--- src/include/ddr2_cmd_regs.vh ---
// Constants for the DDR2 command decoder and bank state checker
`ifndef DDR2_CMD_REGS_VH
`define DDR2_CMD_REGS_VH
`define NUM_BANKS 8
`define BANK_W 3
`define ADDR_W 15
`define AP_BIT 10
`define CMD_W 4
// Command strobe pattern {cs_n, ras_n, cas_n, we_n}
`define PAT_MRS 4'h0
`define PAT_REF 4'h1
`define PAT_PRE 4'h2
`define PAT_ACT 4'h3
`define PAT_WR 4'h4
`define PAT_RD 4'h5
`define PAT_NOP 4'h7
// Decoded command codes
`define CMD_NONE 4'h0
`define CMD_MRS 4'h1
`define CMD_REF 4'h2
`define CMD_SRE 4'h3
`define CMD_SRX 4'h4
`define CMD_PRE 4'h5
`define CMD_PREA 4'h6
`define CMD_ACT 4'h7
`define CMD_WR 4'h8
`define CMD_WRA 4'h9
`define CMD_RD 4'ha
`define CMD_RDA 4'hb
`define CMD_NOP 4'hc
`define CMD_DES 4'hd
`define CMD_PDE 4'he
`define CMD_PDX 4'hf
// Timing in ns (tMRD and burst in clocks) and clock period in ns
`define CLK_NS 10
`define TRCD_NS 15
`define TRP_NS 15
`define TRFC_NS 195
`define TXSNR_NS 205
`define TMRD_CK 5'h02
`define BURST_CK 5'h02
`define TIMER_W 5
`endif

--- src/hdl/ddr2_bank_tracker.v ---
// One bank's state tracker with acceptance check
`default_nettype none
`include "ddr2_cmd_regs.vh"
module ddr2_bank_tracker (
    input wire i_clk_sys,
    input wire i_arst_n,
    input wire i_valid,
    input wire [3:0] i_cmd,
    input wire i_hit,
    output reg [5:0] o_state,
    output reg o_illegal
);
    localparam [5:0] ST_IDLE = 6'h01;
    localparam [5:0] ST_ACTIVATING = 6'h02;
    localparam [5:0] ST_ACTIVE = 6'h04;
    localparam [5:0] ST_READ = 6'h08;
    localparam [5:0] ST_WRITE = 6'h10;
    localparam [5:0] ST_PRECHARGING = 6'h20;
    localparam integer TRCD_WAIT = (`TRCD_NS + `CLK_NS - 1) / `CLK_NS;
    localparam integer TRP_WAIT = (`TRP_NS + `CLK_NS - 1) / `CLK_NS;
    // Rounded up to whole cycles, then cut to the timer width on purpose
    localparam [4:0] TRCD_CK = TRCD_WAIT[4:0];
    localparam [4:0] TRP_CK = TRP_WAIT[4:0];
    localparam [4:0] BURST_CK = `BURST_CK;
    reg [4:0] timer;
    reg [5:0] next_state;
    reg [4:0] next_timer;
    reg next_illegal;
    wire is_pre = (i_cmd == `CMD_PREA) || ((i_cmd == `CMD_PRE) && i_hit);
    wire is_rd = i_hit && ((i_cmd == `CMD_RD) || (i_cmd == `CMD_RDA));
    wire is_wr = i_hit && ((i_cmd == `CMD_WR) || (i_cmd == `CMD_WRA));
    wire is_ap = i_hit && ((i_cmd == `CMD_RDA) || (i_cmd == `CMD_WRA));
    wire is_act = i_hit && (i_cmd == `CMD_ACT);
    wire is_all = (i_cmd == `CMD_REF) || (i_cmd == `CMD_MRS);
    wire touches = is_pre || is_rd || is_wr || is_act || is_all;
    always @* begin
        next_state = o_state;
        next_timer = (timer != 5'h00) ? timer - 5'h01 : timer;
        next_illegal = 1'b0;
        case (o_state)
            ST_IDLE: begin
                if (is_act) begin
                    next_state = ST_ACTIVATING;
                    next_timer = TRCD_CK - 5'h01;
                end else if (is_all) begin
                    next_state = ST_IDLE;
                end else if (i_valid && touches && !is_pre) begin
                    next_illegal = 1'b1;
                end
            end
            ST_ACTIVATING, ST_PRECHARGING: begin
                if (timer == 5'h00) begin
                    next_state = (o_state == ST_ACTIVATING) ? ST_ACTIVE : ST_IDLE;
                end
                if (i_valid && touches && !(is_pre && i_cmd == `CMD_PREA)) begin
                    next_illegal = 1'b1;
                end
            end
            ST_ACTIVE, ST_READ, ST_WRITE: begin
                if (o_state != ST_ACTIVE && timer == 5'h00) begin
                    next_state = ST_ACTIVE;
                end
                if (is_pre) begin
                    next_state = ST_PRECHARGING;
                    next_timer = TRP_CK - 5'h01;
                end else if (is_rd || is_wr) begin
                    // Auto precharge: burst then tRP folded into one wait
                    next_state = is_ap ? ST_PRECHARGING : (is_rd ? ST_READ : ST_WRITE);
                    next_timer = is_ap ? BURST_CK + TRP_CK - 5'h01 : BURST_CK - 5'h01;
                end else if (i_valid && (is_act || is_all)) begin
                    next_illegal = 1'b1;
                end
            end
            default: begin
                next_state = ST_IDLE;
            end
        endcase
        if (!i_valid) begin
            next_state = (timer == 5'h00 && o_state != ST_IDLE && o_state != ST_ACTIVE) ?
                ((o_state == ST_ACTIVATING) || (o_state == ST_READ) || (o_state == ST_WRITE) ?
                ST_ACTIVE : ST_IDLE) : o_state;
            next_timer = (timer != 5'h00) ? timer - 5'h01 : timer;
            next_illegal = 1'b0;
        end
    end
    always @(posedge i_clk_sys or negedge i_arst_n) begin
        if (!i_arst_n) begin
            o_state <= ST_IDLE;
            timer <= 5'h00;
            o_illegal <= 1'b0;
        end else begin
            o_state <= next_state;
            timer <= next_timer;
            o_illegal <= next_illegal;
        end
    end
endmodule
`default_nettype wire

--- src/hdl/ddr2_command_decode_bank_state.v ---
// DDR2 command decoder with per-bank state checking
`default_nettype none
`include "ddr2_cmd_regs.vh"
module ddr2_command_decode_bank_state (
    input wire i_clk_sys,
    input wire i_arst_n,
    input wire i_cke,
    input wire i_cs_n,
    input wire i_ras_n,
    input wire i_cas_n,
    input wire i_we_n,
    input wire [2:0] i_ba,
    input wire [14:0] i_addr,
    input wire i_odt,
    input wire i_ba2_used,
    output reg [3:0] o_cmd,
    output reg o_cmd_valid,
    output reg [2:0] o_bank,
    output reg [14:0] o_addr,
    output reg o_auto_pre,
    output reg o_power_down,
    output reg o_self_refresh,
    output reg o_odt_enable,
    output reg o_illegal,
    output reg [7:0] o_bank_idle,
    output reg [7:0] o_bank_active
);
    localparam integer TRFC_WAIT = (`TRFC_NS + `CLK_NS - 1) / `CLK_NS;
    localparam integer TXSNR_WAIT = (`TXSNR_NS + `CLK_NS - 1) / `CLK_NS;
    // Rounded up to whole cycles, then cut to the timer width on purpose
    localparam [4:0] TRFC_CK = TRFC_WAIT[4:0];
    localparam [4:0] TXSNR_CK = TXSNR_WAIT[4:0];
    localparam [4:0] TMRD_CK = `TMRD_CK;
    localparam [2:0] PM_NORMAL = 3'h1;
    localparam [2:0] PM_POWER_DOWN = 3'h2;
    localparam [2:0] PM_SELF_REFRESH = 3'h4;
    // Pins cross from the pad domain through two flops
    reg [23:0] pin_meta;
    reg [23:0] pin_sync;
    // Density strap is a pin too, so it gets the same two flops
    reg strap_meta;
    reg strap_sync;
    reg cmd_illegal;
    reg cke_prev;
    reg [2:0] pmode;
    reg [4:0] gate_timer;
    reg [3:0] next_cmd;
    reg [2:0] next_pmode;
    reg [4:0] next_gate_timer;
    wire cke = pin_sync[23];
    wire [3:0] pat = pin_sync[22:19];
    wire [2:0] ba_raw = pin_sync[18:16];
    wire [14:0] addr = pin_sync[15:1];
    wire odt = pin_sync[0];
    wire ba2_used = strap_sync;
    wire [2:0] ba = {ba_raw[2] & ba2_used, ba_raw[1:0]};
    wire nop_like = pat[3] || (pat == `PAT_NOP);
    wire steady = cke_prev && cke && (gate_timer == 5'h00);
    wire [47:0] states;
    wire [7:0] illegal_bits;
    wire [7:0] hits;
    wire all_idle;

    function [3:0] decode;
        input prev;
        input cur;
        input [3:0] p;
        input ap;
        input nl;
        begin
            decode = `CMD_NONE;
            if (!prev && cur && nl) begin
                decode = `CMD_PDX;
            end else if (prev && !cur) begin
                decode = (p == `PAT_REF) ? `CMD_SRE : (nl ? `CMD_PDE : `CMD_NONE);
            end else if (prev && cur) begin
                if (p[3]) begin
                    decode = `CMD_DES;
                end else begin
                    case (p)
                        `PAT_MRS: decode = `CMD_MRS;
                        `PAT_REF: decode = `CMD_REF;
                        `PAT_PRE: decode = ap ? `CMD_PREA : `CMD_PRE;
                        `PAT_ACT: decode = `CMD_ACT;
                        `PAT_WR: decode = ap ? `CMD_WRA : `CMD_WR;
                        `PAT_RD: decode = ap ? `CMD_RDA : `CMD_RD;
                        `PAT_NOP: decode = `CMD_NOP;
                        default: decode = `CMD_NONE;
                    endcase
                end
            end
        end
    endfunction

    always @* begin
        next_cmd = decode(cke_prev, cke, pat, addr[`AP_BIT], nop_like);
        next_pmode = pmode;
        next_gate_timer = (gate_timer != 5'h00) ? gate_timer - 5'h01 : gate_timer;
        case (pmode)
            PM_NORMAL: begin
                if (next_cmd == `CMD_SRE) begin
                    next_pmode = PM_SELF_REFRESH;
                end else if (next_cmd == `CMD_PDE) begin
                    next_pmode = PM_POWER_DOWN;
                end else if (next_cmd == `CMD_REF) begin
                    next_gate_timer = TRFC_CK - 5'h01;
                end else if (next_cmd == `CMD_MRS) begin
                    next_gate_timer = TMRD_CK - 5'h01;
                end
            end
            PM_POWER_DOWN: begin
                if (next_cmd == `CMD_PDX) begin
                    next_pmode = PM_NORMAL;
                end
            end
            PM_SELF_REFRESH: begin
                // Exit needs a high clock enable together with NOP or deselect on the strobes
                if (cke && nop_like) begin
                    next_pmode = PM_NORMAL;
                    next_gate_timer = TXSNR_CK;
                    next_cmd = `CMD_SRX;
                end else begin
                    next_cmd = `CMD_NONE;
                end
            end
            default: begin
                next_pmode = PM_NORMAL;
            end
        endcase
    end

    genvar g;
    generate
        for (g = 0; g < `NUM_BANKS; g = g + 1) begin : banks
            assign hits[g] = (ba == g);
            ddr2_bank_tracker u_bank (
                .i_clk_sys(i_clk_sys),
                .i_arst_n(i_arst_n),
                .i_valid(steady && (pmode == PM_NORMAL) && !nop_like),
                .i_cmd(next_cmd),
                .i_hit(hits[g]),
                .o_state(states[g*6 +: 6]),
                .o_illegal(illegal_bits[g])
            );
        end
    endgenerate

    assign all_idle = &{states[0], states[6], states[12], states[18],
                        states[24], states[30], states[36], states[42]};

    always @(posedge i_clk_sys or negedge i_arst_n) begin
        if (!i_arst_n) begin
            pin_meta <= 24'h000000;
            pin_sync <= 24'h000000;
            strap_meta <= 1'b0;
            strap_sync <= 1'b0;
            cmd_illegal <= 1'b0;
            cke_prev <= 1'b0;
            pmode <= PM_NORMAL;
            gate_timer <= 5'h00;
            o_cmd <= `CMD_NONE;
            o_cmd_valid <= 1'b0;
            o_bank <= 3'h0;
            o_addr <= 15'h0000;
            o_auto_pre <= 1'b0;
            o_power_down <= 1'b0;
            o_self_refresh <= 1'b0;
            o_odt_enable <= 1'b0;
            o_illegal <= 1'b0;
            o_bank_idle <= 8'hff;
            o_bank_active <= 8'h00;
        end else begin
            pin_meta <= {i_cke, i_cs_n, i_ras_n, i_cas_n, i_we_n, i_ba, i_addr, i_odt};
            pin_sync <= pin_meta;
            strap_meta <= i_ba2_used;
            strap_sync <= strap_meta;
            cke_prev <= cke;
            pmode <= next_pmode;
            gate_timer <= next_gate_timer;
            o_cmd <= next_cmd;
            o_cmd_valid <= (next_cmd != `CMD_NONE);
            o_bank <= ba;
            o_addr <= addr;
            o_auto_pre <= addr[`AP_BIT];
            o_power_down <= (next_pmode == PM_POWER_DOWN);
            o_self_refresh <= (next_pmode == PM_SELF_REFRESH);
            // Termination never alters decode, and is cut in self refresh
            o_odt_enable <= odt && (next_pmode != PM_SELF_REFRESH);
            cmd_illegal <= (steady && !all_idle && ((next_cmd == `CMD_REF) || (next_cmd == `CMD_MRS))) ||
                (!nop_like && cke && (gate_timer != 5'h00) && (pmode == PM_NORMAL));
            // Bank flags come a cycle after the command, so these terms wait one too
            o_illegal <= (|illegal_bits) || cmd_illegal;
            o_bank_idle <= {states[42], states[36], states[30], states[24],
                            states[18], states[12], states[6], states[0]};
            o_bank_active <= {states[44], states[38], states[32], states[26],
                              states[20], states[14], states[8], states[2]};
        end
    end
endmodule
`default_nettype wire

--- config.mk ---
export PLATFORM = sky130hd
export DESIGN_NAME = ddr2_command_decode_bank_state
export DESIGN_NICKNAME = d
export VERILOG_FILES = /design/src/hdl/ddr2_bank_tracker.v /design/src/hdl/ddr2_command_decode_bank_state.v
export VERILOG_INCLUDE_DIRS = /design/src /design/src/include
export SDC_FILE = /design/constraint.sdc
export NUM_CORES = 1
export LEC_CHECK = 0
export ABC_AREA = 1
export BUFFER_PORTS_ARGS = -buffer_cell sky130_fd_sc_hd__buf_2
export CELL_PAD_IN_SITES_DETAIL_PLACEMENT = 0
export CELL_PAD_IN_SITES_GLOBAL_PLACEMENT = 1
export CORE_ASPECT_RATIO = 0.6
export CORE_MARGIN = 2
export CORE_UTILIZATION = 46
export DETAILED_ROUTE_END_ITERATION = 8
export PLACE_DENSITY_LB_ADDON = 0.1
export SLEW_MARGIN = 20
export SYNTH_ARGS = -nofsm -noshare
export SYNTH_HDL_FRONTEND = slang
export SYNTH_SLANG_ARGS = --single-unit
export TNS_END_PERCENT = 5
--- constraint.sdc ---
create_clock -name i_clk_sys -period 2.8 [get_ports i_clk_sys]
set_input_delay 0.14 -clock i_clk_sys [delete_from_list [all_inputs] [get_ports i_clk_sys]]
set_output_delay 0.14 -clock i_clk_sys [all_outputs]
set_load 0.01 [all_outputs]
# --- Word level (Yosys, flattened, before mapping) ---
# Index checks and enable logic that the tools add are counted.
classes:
  muxes: 249
  n_reduce_logical: 272
  eq_ne: 121
  add_sub_neg: 9
  n_bitwise: 1
ops:
  columns: ["operator", "count"]
  rows:
  - ["6-bit 2-to-1 mux", 65]
  - ["5-bit 2-to-1 mux", 54]
  - ["6-bit one-hot mux with 3 select lines", 8]
  - ["1-bit logical AND", 118]
  - ["5-bit one-hot mux with 2 select lines", 9]
  - ["1-bit logical OR", 79]
  - ["1-bit 2-to-1 mux", 66]
  - ["3-bit 2-to-1 mux", 21]
  - ["6-bit by 1-bit equality test with 1-bit output, second input constant", 8]
  - ["6-bit by 2-bit equality test with 1-bit output, second input constant", 8]
  - ["6-bit by 3-bit equality test with 1-bit output, second input constant", 8]
  - ["6-bit by 4-bit equality test with 1-bit output, second input constant", 8]
  - ["6-bit by 5-bit equality test with 1-bit output, second input constant", 8]
  - ["6-bit equality test, second input constant", 8]
  - ["6-bit by 1-bit != test with 1-bit output, second input constant", 8]
  - ["6-bit by 3-bit != test with 1-bit output, second input constant", 8]
  - ["5-bit zero test", 9]
  - ["5-bit nonzero test", 9]
  - ["5-bit by 1-bit subtractor with 5-bit output, second input constant", 9]
  - ["5-bit by 2-bit != test with 1-bit output, second input constant", 7]
  - ["4-bit AND reduction", 8]
  - ["4-bit 2-to-1 mux", 7]
  - ["4-bit by 3-bit != test with 1-bit output, second input constant", 7]
  - ["4-bit one-hot mux with 7 select lines", 1]
  - ["24 further kinds", 111]
word_totals:
  input_bits: 27
  reg_bits: 200
  word_cells: 695
  output_inout_bits: 44

# --- Logic depth before layout (Yosys ltp) ---
depth:
  depth_word: 21
  depth_mapped: 18
  depth_no_buf: 18

# --- Cells and area by module ---
# From an unflattened synthesis, not the netlist that was laid out.
unflattened:
  hier_cells: 1400
  area_unflattened_um2: 10660.2
modules_own_cells:
  columns: ["mod", "seq_area_each_um2", "cells_each", "area_per_inst_um2", "n_inst"]
  rows:
  - ["ddr2_bank_tracker (banks[4].u_bank ...)", 301.5, 143, 908.4, 4]
  - ["ddr2_bank_tracker (banks[0].u_bank ...)", 301.5, 142, 898.4, 4]
  - ["ddr2_command_decode_bank_state", 2588.7, 260, 3433.3, 1]

# --- Least setup slack after synthesis ---
# Ideal clock, no wire load.
synth_timing:
  kind: "register to register"
  from: "register gate_timer[0]"
  to: "register banks[6].u_bank.o_state[2]"
  synth_period_minus_slack_ns: 2.158
  arrival_ns: 2.093
  stages_incl_launch_ff: 16
  setup_time_ns: 0.065
  setup_slack_ns: 0.642
  cell_sequence: "dfrtp_1 inv_1 ha_1 inv_1 nor2_2 nand3_1 nor2_1 nand3_1 buf_2 nor2_1 nand4_2 nand2_1 nand2_1 nand2_2 nand2_1 nand2_1"
synth_via:
  elab_chain_cells: 6
  elab_cells_between_ends: 10
synth_lines:
  columns: ["item", "line", "source"]
  rows:
  - ["start, declared", "ddr2_command_decode_bank_state.v:46", "reg [4:0] gate_timer;"]
  - ["start signal, assigned", "ddr2_command_decode_bank_state.v:179", "gate_timer <= next_gate_timer;"]
  - ["5-bit zero test *", "ddr2_command_decode_bank_state.v:58", "wire steady = cke_prev && cke && (gate_timer == 5'h00);"]
  - ["1-bit logical AND *", "ddr2_command_decode_bank_state.v:58", null]
  - ["1-bit logical AND * (2 in series)", "ddr2_command_decode_bank_state.v:139", ".i_valid(steady && (pmode == PM_NORMAL) && !nop_like),"]
  - ["5-bit by 2-bit != test with 1-bit output (no line) (tied with other cells)", null, null]
  - ["4-bit AND reduction (no line)", null, null]
  - ["end signal, assigned", "ddr2_bank_tracker.v:92", "o_state <= next_state;"]
  - ["end, declared", "ddr2_bank_tracker.v:10", "output reg [5:0] o_state,"]
# Mark *: on every way between the ends. The rest lies on a longest branch, timed or not.
# A chain may end at the register's enable or synchronous reset.

# --- Final worst setup path ---
layout_timing:
  from: "register pin_sync[23]"
  to: "register banks[6].u_bank.o_state[3]"
layout_via:
  elab_chain_cells: 14
  elab_cells_between_ends: 46
layout_lines:
  columns: ["item", "line", "source"]
  rows:
  - ["start, declared", "ddr2_command_decode_bank_state.v:39", "reg [23:0] pin_sync;"]
  - ["start signal, assigned", "ddr2_command_decode_bank_state.v:174", "pin_sync <= pin_meta;"]
  - ["1-bit logical AND / 1-bit zero test (equally long branches)", "ddr2_command_decode_bank_state.v:58, ddr2_command_decode_bank_state.v:76, ddr2_command_decode_bank_state.v:74", null]
  - ["4-bit 2-to-1 mux / 1-bit logical AND (equally long branches)", "ddr2_command_decode_bank_state.v:76, ddr2_command_decode_bank_state.v:74", null]
  - ["4-bit 2-to-1 mux", "ddr2_command_decode_bank_state.v:74", "end else if (prev && !cur) begin"]
  - ["4-bit 2-to-1 mux", "ddr2_command_decode_bank_state.v:72", "if (!prev && cur && nl) begin"]
  - ["4-bit 2-to-1 mux", "ddr2_command_decode_bank_state.v:99", "case (pmode)"]
  - ["4-bit equality test (no line)", null, null]
  - ["1-bit logical OR", "ddr2_bank_tracker.v:30", "wire is_rd = i_hit && ((i_cmd == `CMD_RD) || (i_cmd == `CMD_RDA));"]
  - ["1-bit logical AND", "ddr2_bank_tracker.v:30", null]
  - ["5-bit 2-to-1 mux", "ddr2_bank_tracker.v:68", "next_state = is_ap ? ST_PRECHARGING : (is_rd ? ST_READ : ST_WRITE);"]
  - ["6-bit 2-to-1 mux", "ddr2_bank_tracker.v:68", null]
  - ["6-bit 2-to-1 mux", "ddr2_bank_tracker.v:66", "end else if (is_rd || is_wr) begin"]
  - ["6-bit 2-to-1 mux", "ddr2_bank_tracker.v:63", "if (is_pre) begin"]
  - ["6-bit one-hot mux with 3 select lines", "ddr2_bank_tracker.v:40", "case (o_state)"]
  - ["6-bit 2-to-1 mux", "ddr2_bank_tracker.v:78", "if (!i_valid) begin"]
# Parallel ways exist; a longest one is shown, timed or not.

==> flow_metrics.tcl <==
set metrics [dict create \
    ys_ff_latch 199 \
    grt_use_met2_pct 32.2 \
    grt_overflow 0 \
    setup_viol 0 \
    cts_tree "yes" \
    skew_ns 0.0113 \
    power.leakage_nw 6.15 \
    period_needed_ns 2.61 \
    rsz0062_at_grt "false" \
    final.setup.tns_ns 0 \
    layout_common_cells "304 x nand2_1, 180 x dfrtp_1, 163 x inv_1" \
    crit_slowest_cell "dfrtp_2" \
    powerDensity_nw_per_um2 791 \
    htreeDepth 4 \
    antennaDiodeCount 0 \
    drtIter0Drc 912 \
    reg2reg_depth 14 \
    status "finished, final reports clean" \
    synth_top_area_share_pct 45.7 \
    drt_first_pass_iters 6 \
    worstSkewPairLatency_ns 0.45 \
    critPathArrivalTime_ns 2.94 \
    critical_path_peak_fanout 14 \
    place_congestion 0.896 \
    drive_gt1_share_pct 16.8 \
    critPathCaptureType "flip-flop" \
    preCtsSetupSlack_ns 0.196 \
    dr_total_vias 8587 \
    synth_edf_count 0 \
    area.sequential_um2 5000 \
    ys_seq_area_share_pct 50.2 \
    syn_area_per_cell_um2 8.06 \
    synth_area_leaders "dfrtp_1 46%, nand2_1 11%, inv_1 6.1%" \
    viasPerCell 5.14 \
    drtAntennaViolNets 0 \
    yosys_warnings 0 \
    ios 71 \
    root_buffer "clkbuf_16" \
    critical_path_class "flip-flop to flip-flop" \
    slew_headroom_pct 51.2 \
    cts_inserted_buffers 17 \
    grt.met1_usage_pct 38.5 \
    multiInputGateArea_um2 4210 \
    start_kind "flip-flop" \
    post-cts-setup-buffer-count 0 \
    dp_hpwl_um 19500 \
    antenna_found_initial 1 \
    r2r-end "banks[6].u_bank.o_state[3]$_DFFE_PN0P_" \
    maxCapViolCount 0 \
    critPathLaunch "pin_sync[23]$_DFF_PN0_" \
    fp.coreArea_um2 21100 \
    cp_slowest_stage_delay_ns 0.47 \
    die_y_um 118 \
    tightest_slew_ns 0.725 \
    drc 0 \
    fmax_ghz 0.384 \
    die_x_um 194 \
    min_path_type "input pin to async pin" \
    grt_pass1_wl_um 42900 \
    report.final.slew_viol_count 0 \
    max-vdd-ir-drop_uv 575 \
    clockBufferDepth 2 \
    synth_flop_cell "dfrtp_1" \
    clk_pin_slew_ns 0.07 \
    wl_um 26300 \
    crit_top_cell "nand2_1" \
    yosys.area.top_type "dfrtp_1" \
    dieArea_um2 22900 \
    synth_nets 1273 \
    area_growth_syn_to_layout_pct 17.8 \
    post-route-period-util_pct 93.1 \
    rows 41 \
    use_met3_pct 4.90 \
    syn_inst 1237 \
    grt.total_usage_pct 23.9 \
    path_cells "nor2_2 -> nand3_2 -> nand3_2 -> buf_4 -> nand3_1 -> nor2_4 -> buf_4 -> nand2_1 -> nand2_1 -> o21ai_0 -> inv_1 -> nand2_2 -> nand2_1 -> nand2_1" \
    grt_pass1_vias 7990 \
    async_reset_ff_share_pct 100 \
    nFillCells 1924 \
    worstPathRequired_ns 3.14 \
    top_usage_layer "met1" \
    initial_core_util_pct 47.2 \
    rrSetupSlack_ns 0.19 \
    reg2reg_from "pin_sync[23]$_DFF_PN0_" \
    syn_area_um2 9970 \
    finalWorstSetupSlack_ns 0.194 \
    final_common_cell "nand2_1" \
    fin_nets 1414 \
    io_buffers 70 \
    synth.distinct_cells 54 \
    grt_max_degree 77 \
    cts.sinks 199 \
    wl_per_cell_um 15.8 \
    final_core_util_pct 55.6 \
    hold_viol 0 \
]
[how the worst max path moves through the flow]
stage | cells after the start | to
after detailed placement | 14 | banks[6].u_bank.o_state[3]$_DFFE_PN0P_
after global routing | 15 | banks[3].u_bank.o_illegal$_DFF_PN0_
after global placement | 13 | banks[3].u_bank.o_state[2]$_DFFE_PN0P_
after CTS | 14 | banks[6].u_bank.o_state[5]$_DFFE_PN0P_
after floorplan | 15 | banks[6].u_bank.o_state[2]$_DFFE_PN0P_
final | 14 | banks[6].u_bank.o_state[3]$_DFFE_PN0P_
[report_power, final]
group	internal, mW	leakage, nW	switching, mW
sequential	3.49	2.48	0.356
combinational	1.17	3.42	1.89
clock	1.17	0.261	1.21
[state kept, by name, indices dropped and copies added (netlist names), 4 cells and up]
name,flops
o_addr,15
o_bank_idle,8
banks.u_bank.o_illegal,8
banks.u_bank.o_state,48
banks.u_bank.timer,40
o_bank_active,8
pin_meta,24
gate_timer,5
pin_sync,24
o_cmd,4
[synthesized netlist by cell type, drive strengths merged (3+ instances only)]
master,n
nand2,324
dfrtp,182
inv,176
nor2,157
nand3,118
o21ai,55
nand4,48
nor3,35
a21oi,19
dfstp,17
buf,14
xor2,11
xnor2,10
ha,9
nor4,8
or2,6
and3,5
nand3b,4
o311ai,4
a21boi,3
o211ai,3
o31ai,3
o41ai,3
[cell families after synthesis]
group	synth area share, %
xor gates and xnor gates	1.84
and+or+nand+nor	32.9
AOI/OAI and AO/OA	6.29
buffers and inverters	7.71
DFF	50.2
adders and majority gates	1.13
[critical path, delay by kind of cell, from the launching register on]
family                 cells  cell delay, ns
AO/OA/AOI/OAI              1            0.12
buffers and inverters      3            0.59
flip-flops                 1            0.47
AND/OR/NAND/NOR           10            1.31
[routing by layer]
layer,part of all wire (%),vias up,routed length (um)
met3,7.4,20,1940
li1,-,4290,-
met5,0,-,0
met2,40,296,10400
met4,1.0,0,267
met1,52,3981,13700
[metrics by stage]
stage	hold WS, ns	cell area [um2]	total power [mW]	std cells
floorplan	-0.156	9970	5.96	1237
global placement	0.203	10900	6.89	1612
detailed placement	0.207	10900	6.91	1612
CTS	0.283	11700	9.35	1670
global route	0.302	11700	9.95	1670
finish	0.251	11700	9.29	1670
[layout make-up]
type,instances,share of cell area (%)
clock inverter,15,1.16
tap,279,2.97
clock buffer,17,3.62
inverter,178,5.69
timing repair buffer,138,8.17
sequential,199,42.6
multi-input combinational,844,35.8
[what timing repair did]
item	4_1_cts	5_1_grt
gates resized for setup	0	3
endpoints found under the hold margin	95	0
endpoints found under the setup margin	0	17
hold buffers	26	0
Note: power is estimated with default switching activity, not from simulation.
